### src/ppo_pkg.sv
// Package with constants for the port pin alternate override block
//
// Summary of operation
// - Pull-up override enable set: pull-up follows override value alone.
// - Without pull-up override, pull-up on only for direction/output/disable 0b010.
// - Direction override enable set: driver enable follows direction override value.
// - Without direction override, driver enable follows the pin direction bit.
// - Value override enable set with driver on: pin driven with override value.
// - Without value override, driver on: pin driven with output register bit.
// - Toggle override enable from a peripheral inverts the output register bit.
// - Input-enable override set: digital input enabled by override value only.
// - Without input-enable override, digital input enabled unless sleep clamp active.
// - Digital input to peripherals taken after the input gate, before the synchroniser.
// - Analog path connects straight to the pad, no digital gating.
// - Register strobes shared per port; clock, sleep, pull-up disable global; overrides per pin.
// - Port A pin n is converter channel n and pin change source n.
// - No override: direction bit high makes an output, low makes an input.
// - Writing one to an input register bit inverts that pin's output bit.
// - Sleep clamp is raised by the sleep controller in deep sleep states.
package ppo_pkg;

    // ==========================================================
    // Port shape
    localparam int PPO_PINS = 8;
    localparam int PPO_ADDR_W = 2;
    typedef logic [PPO_PINS-1:0] ppo_vec_type;
    typedef logic [PPO_ADDR_W-1:0] ppo_addr_type;

    // ==========================================================
    // Register offsets
    localparam ppo_addr_type PPO_ADDR_INPUT = 2'h0;
    localparam ppo_addr_type PPO_ADDR_DIR = 2'h1;
    localparam ppo_addr_type PPO_ADDR_OUTPUT = 2'h2;

    // ==========================================================
    // Reset values
    localparam ppo_vec_type PPO_DIR_RST = 8'h00;
    localparam ppo_vec_type PPO_OUT_RST = 8'h00;
    localparam ppo_vec_type PPO_SYNC_RST = 8'h00;
    localparam ppo_vec_type PPO_RDATA_RST = 8'h00;

    // ==========================================================
    // Pull-up pattern {direction, output, pull-up disable}
    localparam logic [2:0] PPO_PULLUP_PATTERN = 3'h2;

endpackage

### src/ppo_ovr_if.sv
// Interface carrying per-pin override controls and resolved pad controls
`timescale 1ns/100ps
`default_nettype none
interface ppo_ovr_if;
    import ppo_pkg::*;

    ppo_vec_type pullup_override_en;
    ppo_vec_type pullup_override_val;
    ppo_vec_type dir_override_en;
    ppo_vec_type dir_override_val;
    ppo_vec_type outval_override_en;
    ppo_vec_type outval_override_val;
    ppo_vec_type input_en_override_en;
    ppo_vec_type input_en_override_val;
    ppo_vec_type pin_direction_bit;
    ppo_vec_type pin_output_bit;
    logic global_pullup_disable;
    logic sleep_clamp;
    ppo_vec_type pad_in;
    ppo_vec_type pullup_on;
    ppo_vec_type drive_en;
    ppo_vec_type drive_val;
    ppo_vec_type input_en;
    ppo_vec_type raw_digital_in;

    modport ctrl (
        output pullup_override_en,
        output pullup_override_val,
        output dir_override_en,
        output dir_override_val,
        output outval_override_en,
        output outval_override_val,
        output input_en_override_en,
        output input_en_override_val,
        output pin_direction_bit,
        output pin_output_bit,
        output global_pullup_disable,
        output sleep_clamp,
        output pad_in,
        input pullup_on,
        input drive_en,
        input drive_val,
        input input_en,
        input raw_digital_in
    );

    modport mux (
        input pullup_override_en,
        input pullup_override_val,
        input dir_override_en,
        input dir_override_val,
        input outval_override_en,
        input outval_override_val,
        input input_en_override_en,
        input input_en_override_val,
        input pin_direction_bit,
        input pin_output_bit,
        input global_pullup_disable,
        input sleep_clamp,
        input pad_in,
        output pullup_on,
        output drive_en,
        output drive_val,
        output input_en,
        output raw_digital_in
    );

endinterface
`default_nettype wire

### src/ppo_pin_mux.sv
// Combinational override multiplexers for all pins of one port
`timescale 1ns/100ps
`default_nettype none
module ppo_pin_mux (
    ppo_ovr_if.mux ovr
);
    import ppo_pkg::*;

    // ==========================================================
    // Per-pin override selection
    genvar gi;
    generate
        for (gi = 0; gi < PPO_PINS; gi++) begin : g_pin
            wire logic [2:0] plain_pattern;
            wire logic plain_pullup;
            assign plain_pattern = {ovr.pin_direction_bit[gi], ovr.pin_output_bit[gi],
                                    ovr.global_pullup_disable};
            assign plain_pullup = (plain_pattern == PPO_PULLUP_PATTERN);
            assign ovr.pullup_on[gi] = ovr.pullup_override_en[gi] ?
                                       ovr.pullup_override_val[gi] : plain_pullup;
            assign ovr.drive_en[gi] = ovr.dir_override_en[gi] ?
                                      ovr.dir_override_val[gi] :
                                      ovr.pin_direction_bit[gi];
            assign ovr.drive_val[gi] = ovr.outval_override_en[gi] ?
                                       ovr.outval_override_val[gi] :
                                       ovr.pin_output_bit[gi];
            assign ovr.input_en[gi] = ovr.input_en_override_en[gi] ?
                                      ovr.input_en_override_val[gi] :
                                      ~ovr.sleep_clamp;
            assign ovr.raw_digital_in[gi] = ovr.pad_in[gi] & ovr.input_en[gi];
        end
    endgenerate

endmodule
`default_nettype wire

### src/ppo_port.sv
// Port with alternate function overrides, register port and pad controls
`timescale 1ns/100ps
`default_nettype none
module ppo_port (
    input wire logic core_clk,
    input wire logic rst_n,
    input wire ppo_pkg::ppo_addr_type reg_addr,
    input wire ppo_pkg::ppo_vec_type reg_wdata,
    input wire logic reg_wr,
    input wire logic reg_rd,
    output ppo_pkg::ppo_vec_type reg_rdata,
    input wire logic global_pullup_disable,
    input wire logic sleep_clamp,
    input wire ppo_pkg::ppo_vec_type pullup_override_en,
    input wire ppo_pkg::ppo_vec_type pullup_override_val,
    input wire ppo_pkg::ppo_vec_type dir_override_en,
    input wire ppo_pkg::ppo_vec_type dir_override_val,
    input wire ppo_pkg::ppo_vec_type outval_override_en,
    input wire ppo_pkg::ppo_vec_type outval_override_val,
    input wire ppo_pkg::ppo_vec_type toggle_override_en,
    input wire ppo_pkg::ppo_vec_type input_en_override_en,
    input wire ppo_pkg::ppo_vec_type input_en_override_val,
    input wire ppo_pkg::ppo_vec_type pad_in,
    output ppo_pkg::ppo_vec_type pad_out,
    output ppo_pkg::ppo_vec_type pad_oe,
    output ppo_pkg::ppo_vec_type pad_pullup_en,
    output ppo_pkg::ppo_vec_type raw_digital_in,
    output ppo_pkg::ppo_vec_type pin_change_sources,
    output ppo_pkg::ppo_vec_type analog_pad_path,
    output ppo_pkg::ppo_vec_type pin_input_bit,
    output ppo_pkg::ppo_vec_type pin_direction_bit,
    output ppo_pkg::ppo_vec_type pin_output_bit
);
    import ppo_pkg::*;

    // ==========================================================
    // Register state
    ppo_vec_type dir_q;
    ppo_vec_type dir_d;
    ppo_vec_type out_q;
    ppo_vec_type out_d;
    ppo_vec_type sync1_q;
    ppo_vec_type sync2_q;
    ppo_vec_type sync3_q;
    ppo_vec_type pin_q;
    ppo_vec_type pin_d;
    ppo_vec_type rdata_q;
    ppo_vec_type rdata_d;
    ppo_ovr_if ovr ();

    // ==========================================================
    // Address decode, one strobe set shared by all pins
    wire logic sel_input;
    wire logic sel_dir;
    wire logic sel_output;
    wire logic wr_dir;
    wire logic wr_out;
    wire logic wr_pin;
    wire logic rd_dir;
    wire logic rd_out;
    wire logic rd_pin;
    assign sel_input = (reg_addr == PPO_ADDR_INPUT);
    assign sel_dir = (reg_addr == PPO_ADDR_DIR);
    assign sel_output = (reg_addr == PPO_ADDR_OUTPUT);
    assign wr_dir = reg_wr & sel_dir;
    assign wr_out = reg_wr & sel_output;
    assign wr_pin = reg_wr & sel_input;
    assign rd_dir = reg_rd & sel_dir;
    assign rd_out = reg_rd & sel_output;
    assign rd_pin = reg_rd & sel_input;

    // ==========================================================
    // Next register values
    wire ppo_vec_type out_written;
    wire ppo_vec_type sw_toggle;
    assign dir_d = wr_dir ? reg_wdata : dir_q;
    assign out_written = wr_out ? reg_wdata : out_q;
    assign sw_toggle = wr_pin ? reg_wdata : PPO_OUT_RST;
    assign out_d = out_written ^ sw_toggle ^ toggle_override_en;

    // ==========================================================
    // Input synchroniser: value taken once second and third stages agree
    wire ppo_vec_type sync_agree;
    assign sync_agree = ~(sync2_q ^ sync3_q);
    assign pin_d = (sync_agree & sync3_q) | (~sync_agree & pin_q);

    // ==========================================================
    // Read data, one cycle after the strobe, zero otherwise
    assign rdata_d = rd_dir ? dir_q :
                     rd_out ? out_q :
                     rd_pin ? pin_q : PPO_RDATA_RST;

    // ==========================================================
    // Flip-flops
    always_ff @(posedge core_clk or negedge rst_n) begin
        if (!rst_n) begin
            dir_q <= PPO_DIR_RST;
            out_q <= PPO_OUT_RST;
        end else begin
            dir_q <= dir_d;
            out_q <= out_d;
        end
    end

    always_ff @(posedge core_clk or negedge rst_n) begin
        if (!rst_n) begin
            sync1_q <= PPO_SYNC_RST;
            sync2_q <= PPO_SYNC_RST;
            sync3_q <= PPO_SYNC_RST;
            pin_q <= PPO_SYNC_RST;
        end else begin
            sync1_q <= ovr.raw_digital_in;
            sync2_q <= sync1_q;
            sync3_q <= sync2_q;
            pin_q <= pin_d;
        end
    end

    always_ff @(posedge core_clk or negedge rst_n) begin
        if (!rst_n) begin
            rdata_q <= PPO_RDATA_RST;
        end else begin
            rdata_q <= rdata_d;
        end
    end

    // ==========================================================
    // Override multiplexers, per-pin controls from the peripherals
    assign ovr.pullup_override_en = pullup_override_en;
    assign ovr.pullup_override_val = pullup_override_val;
    assign ovr.dir_override_en = dir_override_en;
    assign ovr.dir_override_val = dir_override_val;
    assign ovr.outval_override_en = outval_override_en;
    assign ovr.outval_override_val = outval_override_val;
    assign ovr.input_en_override_en = input_en_override_en;
    assign ovr.input_en_override_val = input_en_override_val;
    assign ovr.pin_direction_bit = dir_q;
    assign ovr.pin_output_bit = out_q;
    assign ovr.global_pullup_disable = global_pullup_disable;
    assign ovr.sleep_clamp = sleep_clamp;
    assign ovr.pad_in = pad_in;

    ppo_pin_mux u_mux (
        .ovr(ovr)
    );

    // ==========================================================
    // Pad side: reset tri-states every pin and drops pull-ups
    wire ppo_vec_type rst_mask;
    assign rst_mask = {PPO_PINS{rst_n}};
    assign pad_oe = ovr.drive_en & rst_mask;
    assign pad_out = ovr.drive_val & ovr.drive_en & rst_mask;
    assign pad_pullup_en = ovr.pullup_on & rst_mask;
    assign raw_digital_in = ovr.raw_digital_in;
    assign pin_change_sources = ovr.raw_digital_in;
    assign analog_pad_path = pad_in;

    // ==========================================================
    // Register views
    assign reg_rdata = rdata_q;
    assign pin_input_bit = pin_q;
    assign pin_direction_bit = dir_q;
    assign pin_output_bit = out_q;

endmodule
`default_nettype wire

### config.mk
export PLATFORM = sky130hd
export DESIGN_NAME = ppo_port
export DESIGN_NICKNAME = d
export VERILOG_FILES = /design/src/ppo_pkg.sv /design/src/ppo_ovr_if.sv /design/src/ppo_pin_mux.sv /design/src/ppo_port.sv
export SDC_FILE = /design/constraint.sdc
export NUM_CORES = 1
export LEC_CHECK = 0
export BUFFER_PORTS_ARGS = -buffer_cell sky130_fd_sc_hd__buf_2
export CAP_MARGIN = 25
export CORE_MARGIN = 4
export CORE_UTILIZATION = 43
export DETAILED_ROUTE_END_ITERATION = 7
export GPL_TIMING_DRIVEN = 0
export PLACE_DENSITY = 0.8
export SETUP_SLACK_MARGIN = 0.1
export SLEW_MARGIN = 10
export SYNTH_ARGS = -nofsm -noshare
export SYNTH_HDL_FRONTEND = slang
export SYNTH_SLANG_ARGS = --single-unit
### constraint.sdc
create_clock -name core_clk -period 1.2 [get_ports core_clk]
set_input_delay 0.3 -clock core_clk [delete_from_list [all_inputs] [get_ports core_clk]]
set_output_delay 0.3 -clock core_clk [all_outputs]
set_load 0.005 [all_outputs]
==> impl.org, run 1 <==
** Floorplan
- Chip Height :: 89.0 microns
- For this configuration, the core starts out at a cell density of 0.444.
- Overall die area :: 7920 sq um
- Boundary Pins :: 176
- The core region is 6350 sq um.
- Horiz. Die Dim :: 89.0 microns
- Placement row count :: 29

** Global routing
- Summed over all layers, the global routing overflow is 0.
- Total routing resource utilization after global routing :: 0.233
- Number of antenna violations at the first check in global routing :: 0
- Global-route wire length before repair :: 14.1 mm
- The number of global-route vias before repair was 2955.
- Maximum number of pins on one net before global-route repair :: 33

** Yosys
- Syn nets :: 346
- Number of warnings printed during yosys synthesis :: 0
- Avg Inst Size Synth :: 11.3 sq um
- Distinct cell type count of the synthesized netlist :: 22
- Gate count after technology mapping :: 250
- Flip-flop and latch count after synthesis :: 56
- Summing every instance area after synthesis gives 2820 sq um.
- Of the synthesized area, sequential elements account for 0.497.

** Setup path
- Counting both buffers and inverters, the worst setup path holds a total of 1.
- Required time of the critical path :: 900 ps
- Along the worst path, the maximum fanout reaches 3.
- Family with the most delay on the worst path :: flip-flops
- The worst setup path is of the reg2out kind.
- Critical-path cell list :: mux2i_1, nor2b_1, nor2b_2, buf_2
- Critical path's largest stage delay :: 410 ps
- Among all stages on the critical path, the largest delay is contributed by sky130_fd_sc_hd__dfrtp_1.
- Kind of start point of the critical path :: register
- For the worst setup path, the data arrival time is 1350 ps.
- Setup slack on the worst flop-to-flop path :: -10 ps
- Crit. End Element :: primary output

** Timing
- For the final database, setup skew stands at 2.63 ps.
- Worst Hold Margin :: -196 ps
- Setup violations remaining at the end of the flow were counted as 37.
- Relative slew slack :: 0.782
- Of the available clock period, the critical path in the final layout requires 1.38.
- Count of final hold-check violations :: 56
- Static timing analysis puts the maximum clock frequency at 605 MHz.
- Setup repair after global routing could not meet its margin everywhere.
- Pin slew with the least headroom to its limit :: 328 ps
- Worst path setup slack after routing :: -452 ps
- Final critical path time including I/O delays and setup :: 1650 ps
- Total count of max-transition violations in the final report :: 0

** Power and ir drop
- Dividing total power by cell area gives a power density of 1230 nW/um^2.
- Summed over all cells, the static leakage comes to 2.62 nW.
- IR analysis of the VDD net gives a maximum drop of 0.000848 V.

** Placement
- Final weighted congestion of routability-driven global placement :: 0.697
- Prior to clock tree synthesis, the placed netlist has a worst setup slack of -927 ps.
- HPWL after detailed placement :: 6.13 mm
- Once placement completed, the tool counted placed cells totaling 501.
- Buffers placed on the I/O ports in this run total 174.
- Once placement finished, the instance area stood at 3800 sq um.

** Worst hold path
- Tightest Hold Check Type :: in2async

** Drt
- Wire length per cell :: 17.5 microns
- In this run, the number of DRC markers left after iteration 0 of detailed routing was 75.
- For this run, design rule violations remaining after detail routing come to 0.
- Vias per cell :: 5.03
- Number of search-and-repair iterations in the first detailed-routing pass :: 4
- After detailed routing, the total wire length is 9.70 mm.
- Detailed routing inserted a total of 2792 vias.
- The detail route stage leaves a number of antenna-violating nets equal to 0.

** Status
- The flow ran to the end, but the final reports show violations.
- Violations in the final reports :: hold timing, setup timing

** CTS
- Inserted Clock Buffers :: 5
- Clock network latency to the later pin of the worst-skew pair :: 300 ps
- Buffer levels on the longest clock path :: 2
- H-tree levels :: 2
- Clock-pin slew of the registers on the worst-case setup and hold paths :: 100 ps
- TritonCTS clock tree :: yes
- For this design, the sink count on the clock tree is 56.
- The tree is rooted in a sky130_fd_sc_hd__clkbuf_8.

** Layout
- After the flow finishes, the layout carries non-filler instances totaling 555.
- Area growth from synthesis to layout :: 73.9%
- Of the cells placed in the final design, the portion with a size suffix greater than 1 is 0.655.
- The repair_antennas step left the layout with diodes totalling 0.
- Number of inserted filler cells in the final layout :: 422
- Post-route cell area :: 4910 sq um
- Nets :: 573
- Core occupancy in the finished layout :: 0.773

** Job
- Across the run, the number of max-cap violations was 0.
## metrics by stage
step / power, mW / setup TNS [ps]
finish: 6.05 / -9280
global route: 6.43 / -12230
CTS: 5.74 / -8560
detailed placement: 3.80 / -17670
global placement: 3.74 / -42570
floorplan: 3.08 / 0
## cell usage in the layout (no fill, tap or decap), drive strengths merged
cell type | Yosys | final
nand2 | 16 | 16
clkbuf | 2 | 8
and2 | 16 | 16
mux2i | 24 | 24
xnor2 | 8 | 8
dfrtp | 56 | 56
and2b | 1 | 1
o211a | 8 | 8
o21ai | 24 | 24
inv | 8 | 10
nor4 | 8 | 8
bufbuf | 0 | 1
mux2 | 8 | 8
nand3b | 1 | 1
nor2b | 25 | 25
a21oi | 16 | 16
maj3 | 8 | 8
buf | 21 | 240
## where the power goes
part	switching, mW	internal, mW
Clock	0.622	0.484
Sequential	0.209	2.14
Combinational	1.01	1.58
## cell usage after synthesis
library cell	count	area [sq um]
sky130_fd_sc_hd__a21oi_1	8	40.0
sky130_fd_sc_hd__a21oi_2	8	70.1
sky130_fd_sc_hd__and2_1	16	100
sky130_fd_sc_hd__and2b_4	1	10.0
sky130_fd_sc_hd__buf_12	1	20.0
sky130_fd_sc_hd__buf_2	2	10.0
sky130_fd_sc_hd__buf_4	18	135
sky130_fd_sc_hd__clkbuf_1	2	7.51
sky130_fd_sc_hd__dfrtp_1	56	1400
sky130_fd_sc_hd__inv_1	8	30.0
sky130_fd_sc_hd__maj3_1	8	80.1
sky130_fd_sc_hd__mux2_1	8	90.1
sky130_fd_sc_hd__mux2i_1	24	240
sky130_fd_sc_hd__nand2_1	16	60.1
sky130_fd_sc_hd__nand3b_4	1	20.0
sky130_fd_sc_hd__nor2b_1	25	156
sky130_fd_sc_hd__nor4_1	8	50.1
sky130_fd_sc_hd__o211a_1	8	80.1
sky130_fd_sc_hd__o21ai_0	8	40.0
sky130_fd_sc_hd__o21ai_1	8	40.0
sky130_fd_sc_hd__o21ai_2	8	70.1
sky130_fd_sc_hd__xnor2_1	8	70.1
## final timing paths
path                                           to             startpoint  cells past startpoint
min in group core_clk           pin_output_bit[1]  toggle_override_en[1]                      2
worst max-delay path                   pad_out[0]   pin_direction_bit[0]                      4
worst min register to register         sync2_q[7]             sync1_q[7]                      0
worst min-delay path                   sync2_q[4]                  rst_n                      1
max in group asynchronous       pin_output_bit[1]                  rst_n                      1
worst max register to register       reg_rdata[3]   pin_direction_bit[3]                      6
## worst reg2reg max path: stages, from the launching register on
cell,delay (ps)
sky130_fd_sc_hd__dfrtp_2,440
sky130_fd_sc_hd__buf_6,120
sky130_fd_sc_hd__buf_6,110
sky130_fd_sc_hd__buf_6,110
sky130_fd_sc_hd__mux2i_1,120
sky130_fd_sc_hd__o21ai_1,80
sky130_fd_sc_hd__and2_1,130
## layout make-up
cell class                 instances  area [sq um]  share of cell area
sequential                        56          1410               0.287
multi-input combinational        163          1400               0.285
buffer                            23           214              0.0436
inverter                           8          30.0             0.00612
clock inverter                     2          17.5             0.00357
timing repair buffer             220          1660               0.339
tap                               77          96.3              0.0196
clock buffer                       6          82.6              0.0168
## metal layers
| metal | track usage | up-vias | share of wire |
|---|---|---|---|
| met5 | 0 | - | 0 |
| met2 | 0.449 | 137 | 0.54 |
| met1 | 0.257 | 1338 | 0.36 |
| met3 | 0.0544 | 11 | 0.088 |
| met4 | 0.0568 | 0 | 0.011 |
| li1 | - | 1306 | - |
## cell families (layout without fill, tap and decap cells)
family,Yosys count,count (layout),synth area share
AOI/OAI and AO/OA,48,48,0.121
adders and majority gates,8,8,0.0284
muxes,32,32,0.117
and+or+nand+nor,67,67,0.141
xor gates and xnor gates,8,8,0.0248
DFF,56,56,0.497
buffers and inverters,31,259,0.0718
## repair_timing
item                       4_1_cts  5_1_grt
gates cloned                     1        0
resized for setup              106       47
setup endpoints to repair       73       81
pin swaps                       27       12
hold endpoints to repair        56       56
setup buffers                   36       15
(Power assumes the default switching activity.)
==> run 2: changes to the inputs <==
--- a/config.mk
+++ b/config.mk
@@ -7,6 +7,7 @@
 export LEC_CHECK = 0
 export BUFFER_PORTS_ARGS = -buffer_cell sky130_fd_sc_hd__buf_2
 export CAP_MARGIN = 25
+export CORE_ASPECT_RATIO = 1.75
 export CORE_MARGIN = 4
 export CORE_UTILIZATION = 43
 export DETAILED_ROUTE_END_ITERATION = 7
==> impl.org, run 2 (synthesis results as in run 1) <==
** Status
- The run finished, with violations left.
- Violations in the final reports :: hold timing, setup timing

** Power and ir drop
- In this run the power density over the cells is 1190 nW/um^2.
- In this run the static leakage power is 2.54 nW.
- Pint :: 3.96 mW
- Of the total power, the clock network draws 0.184.
- Maximum VDD drop :: 0.000798 V
- Of the total power, the share spent switching nets is 0.297.
- Of the total power, registers draw 0.415.
- The share of total power dissipated in combinational logic is 0.401.
- For this design the total switching power over the nets is 1.67 mW.

** CTS
- TritonCTS clock tree :: yes
- Clock-pin slew of the registers on the worst-case setup and hold paths :: 90 ps
- CTS placed an instance of sky130_fd_sc_hd__clkbuf_8 at the clock tree root.
- H-tree levels :: 2
- Clock network latency to the later pin of the worst-skew pair :: 290 ps
- For this design, the sink count on the clock tree is 56.
- In this run, CTS created clock tree buffers numbering 5.
- Counting along the longest clock path gives a buffer depth of 2.

** Job
- MaxCap Viol Count :: 0

** Drt
- In this run the remaining antenna-violating nets after routing total 0.
- Number of search-and-repair iterations in the first detailed-routing pass :: 4
- Dividing the detail-routed wire length by the instance count gives 15.9 microns.
- Total DRC errors in the routed layout :: 0
- Final routed wirelength across all metal layers :: 8.72 mm
- Count of routing violations after the opening detailed-route iteration :: 134
- Vias per cell :: 5.01
- Via count :: 2757

** Global routing
- Across every metal layer, demand over resource in global routing totals 0.210.
- Entering global routing, the biggest net connects 33 pins.
- Aggregate global routing overflow :: 0
- Vias in the first global route :: 2957
- Global-route wire length before repair :: 13.5 mm
- The initial antenna violation count was 0.

** Timing
- Setup violations remaining at the end of the flow were counted as 33.
- For the pin with the worst max-slew slack, the measured transition is 337 ps.
- Final critical path time including I/O delays and setup :: 1620 ps
- The final-report max-slew violation count was 0.
- Clock Skew :: 4.95 ps
- Ratio of final minimum period to clock period :: 1.35
- Setup repair after global routing missed its margin :: true
- Fmax :: 619 MHz
- Worst path setup slack after routing :: -415 ps
- Count of final hold-check violations :: 56
- Relative slew slack :: 0.776
- Hold timing on the final database bottoms out at a slack of -178 ps.

** Floorplan
- For this configuration, the core starts out at a cell density of 0.450.
- In this run the standard cell core region covers 6280 sq um.
- The die is 115 microns tall.
- The floorplan step set the die width to 69.2 microns.
- Overall die area :: 7970 sq um
- Placement row count :: 38
- In this run the count of I/O pins placed on the die edge is 176.

** Layout
- Core occupancy in the finished layout :: 0.754
- Diode insertion count for antenna repair :: 0
- Post-Layout Cell Count :: 550
- Area growth from synthesis to layout :: 67.8%
- Number of inserted filler cells in the final layout :: 445
- In the layout the commonest cells are 130 x sky130_fd_sc_hd__buf_2, 61 x sky130_fd_sc_hd__buf_6, 54 x sky130_fd_sc_hd__dfrtp_1.
- Share of post-route cells with drive strength above 1 :: 0.636
- Nets :: 565
- Most common cell after layout, fill and taps aside :: sky130_fd_sc_hd__buf_2

** Placement
- Placed cell count :: 504
- Summed over all nets, the half-perimeter wirelength after detailed placement is 5.82 mm.
- Port-buffer cells :: 174
- Minimum setup slack after placement :: -858 ps
- Final weighted congestion of routability-driven global placement :: 0.772

** Setup path
- The worst setup path is launched from a register.
- Number of cells on the worst reg-to-reg path :: 5
- The worst register-to-register path ends at reg_rdata[7].
- At the worst endpoint, the arrival time is 1320 ps.
- Critical R2R Launch :: pin_direction_bit[7]
- Largest fanout on the critical path :: 4
- The worst setup path is captured at a primary output.
- The critical path in this run is classified as reg2out.
- The worst register-to-register path has a setup slack of 70 ps.
- STA puts the critical path data required time at 900 ps.

** Worst hold path
- Tightest Hold Check Type :: in2async
==> run 2: changes by cell type in the layout (fill, tap and decap cells not counted), sizes merged <==
cell | before | now
buf | 240 | 232
inv | 10 | 8
clkbuf | 8 | 10
==> run 2: metrics by stage <==
step | power [mW] | cell area (sq um) | hold WS (ps) | setup TNS (ps)
after floorplan | 3.08 | 2830 | 4.41 | 0
after global placement | 3.72 | 3800 | 332 | -44580
after detailed placement | 3.78 | 3800 | 335 | -17130
after CTS | 5.41 | 4490 | -190 | -7410
after global routing | 5.97 | 4730 | -188 | -10790
final | 5.63 | 4730 | -178 | -8290
==> run 2: worst max-delay path, stage by stage (launching register included) <==
cell,delay [ps]
sky130_fd_sc_hd__dfrtp_1,440
sky130_fd_sc_hd__nor4_2,290
sky130_fd_sc_hd__a21oi_1,60
sky130_fd_sc_hd__nor2b_1,110
sky130_fd_sc_hd__buf_2,120
==> run 2: per-layer routing <==
metal	part of all wire	wire length, microns	track usage	vias up
li1	-	-	-	1290
met1	0.34	3010	0.210	1333
met2	0.58	5030	0.427	130
met3	0.073	637	0.0411	4
met4	0.0058	51	0.0613	0
met5	0	0	0	-
==> run 2: area by class of cell <==
cell class | count | area [sq um] | area share
sequential | 56 | 1400 | 0.297
tap | 80 | 100 | 0.0211
multi-input combinational | 163 | 1360 | 0.287
inverter | 8 | 30.0 | 0.00634
clock buffer | 8 | 90.1 | 0.0190
timing repair buffer | 212 | 1540 | 0.324
buffer | 23 | 214 | 0.0452
==> run 2: worst max-delay path by stage <==
stage,from,endpoint,slack (ps),cells past startpoint
6_report,pin_direction_bit[1],pad_pullup_en[1],-420,4
5_1_grt,pin_direction_bit[2],pad_pullup_en[2],-500,4
4_1_cts,pin_direction_bit[1],pad_pullup_en[1],-400,4
3_5_place_dp,rst_n,pad_out[4],-860,5
3_3_place_gp,rst_n,pad_out[4],-1320,5
2_1_floorplan,pin_output_bit[4],pad_pullup_en[4],9,4
==> run 2: power groups by stage <==
stage	clock network [mW]	registers, mW	logic [mW]
2_1_floorplan	0	2.40	0.675
3_3_place_gp	0	2.43	1.29
3_5_place_dp	0	2.44	1.34
4_1_cts	1.07	2.32	2.02
5_1_grt	1.14	2.37	2.45
6_report	1.04	2.34	2.26
==> run 2: what timing repair did <==
action / in CTS / in global routing
buffers inserted: 27 / 13
resized for setup: 85 / 40
hold endpoints to repair: 56 / 56
setup endpoints to repair: 68 / 75
pin swaps: 24 / 7
gates cloned: 1 / 0
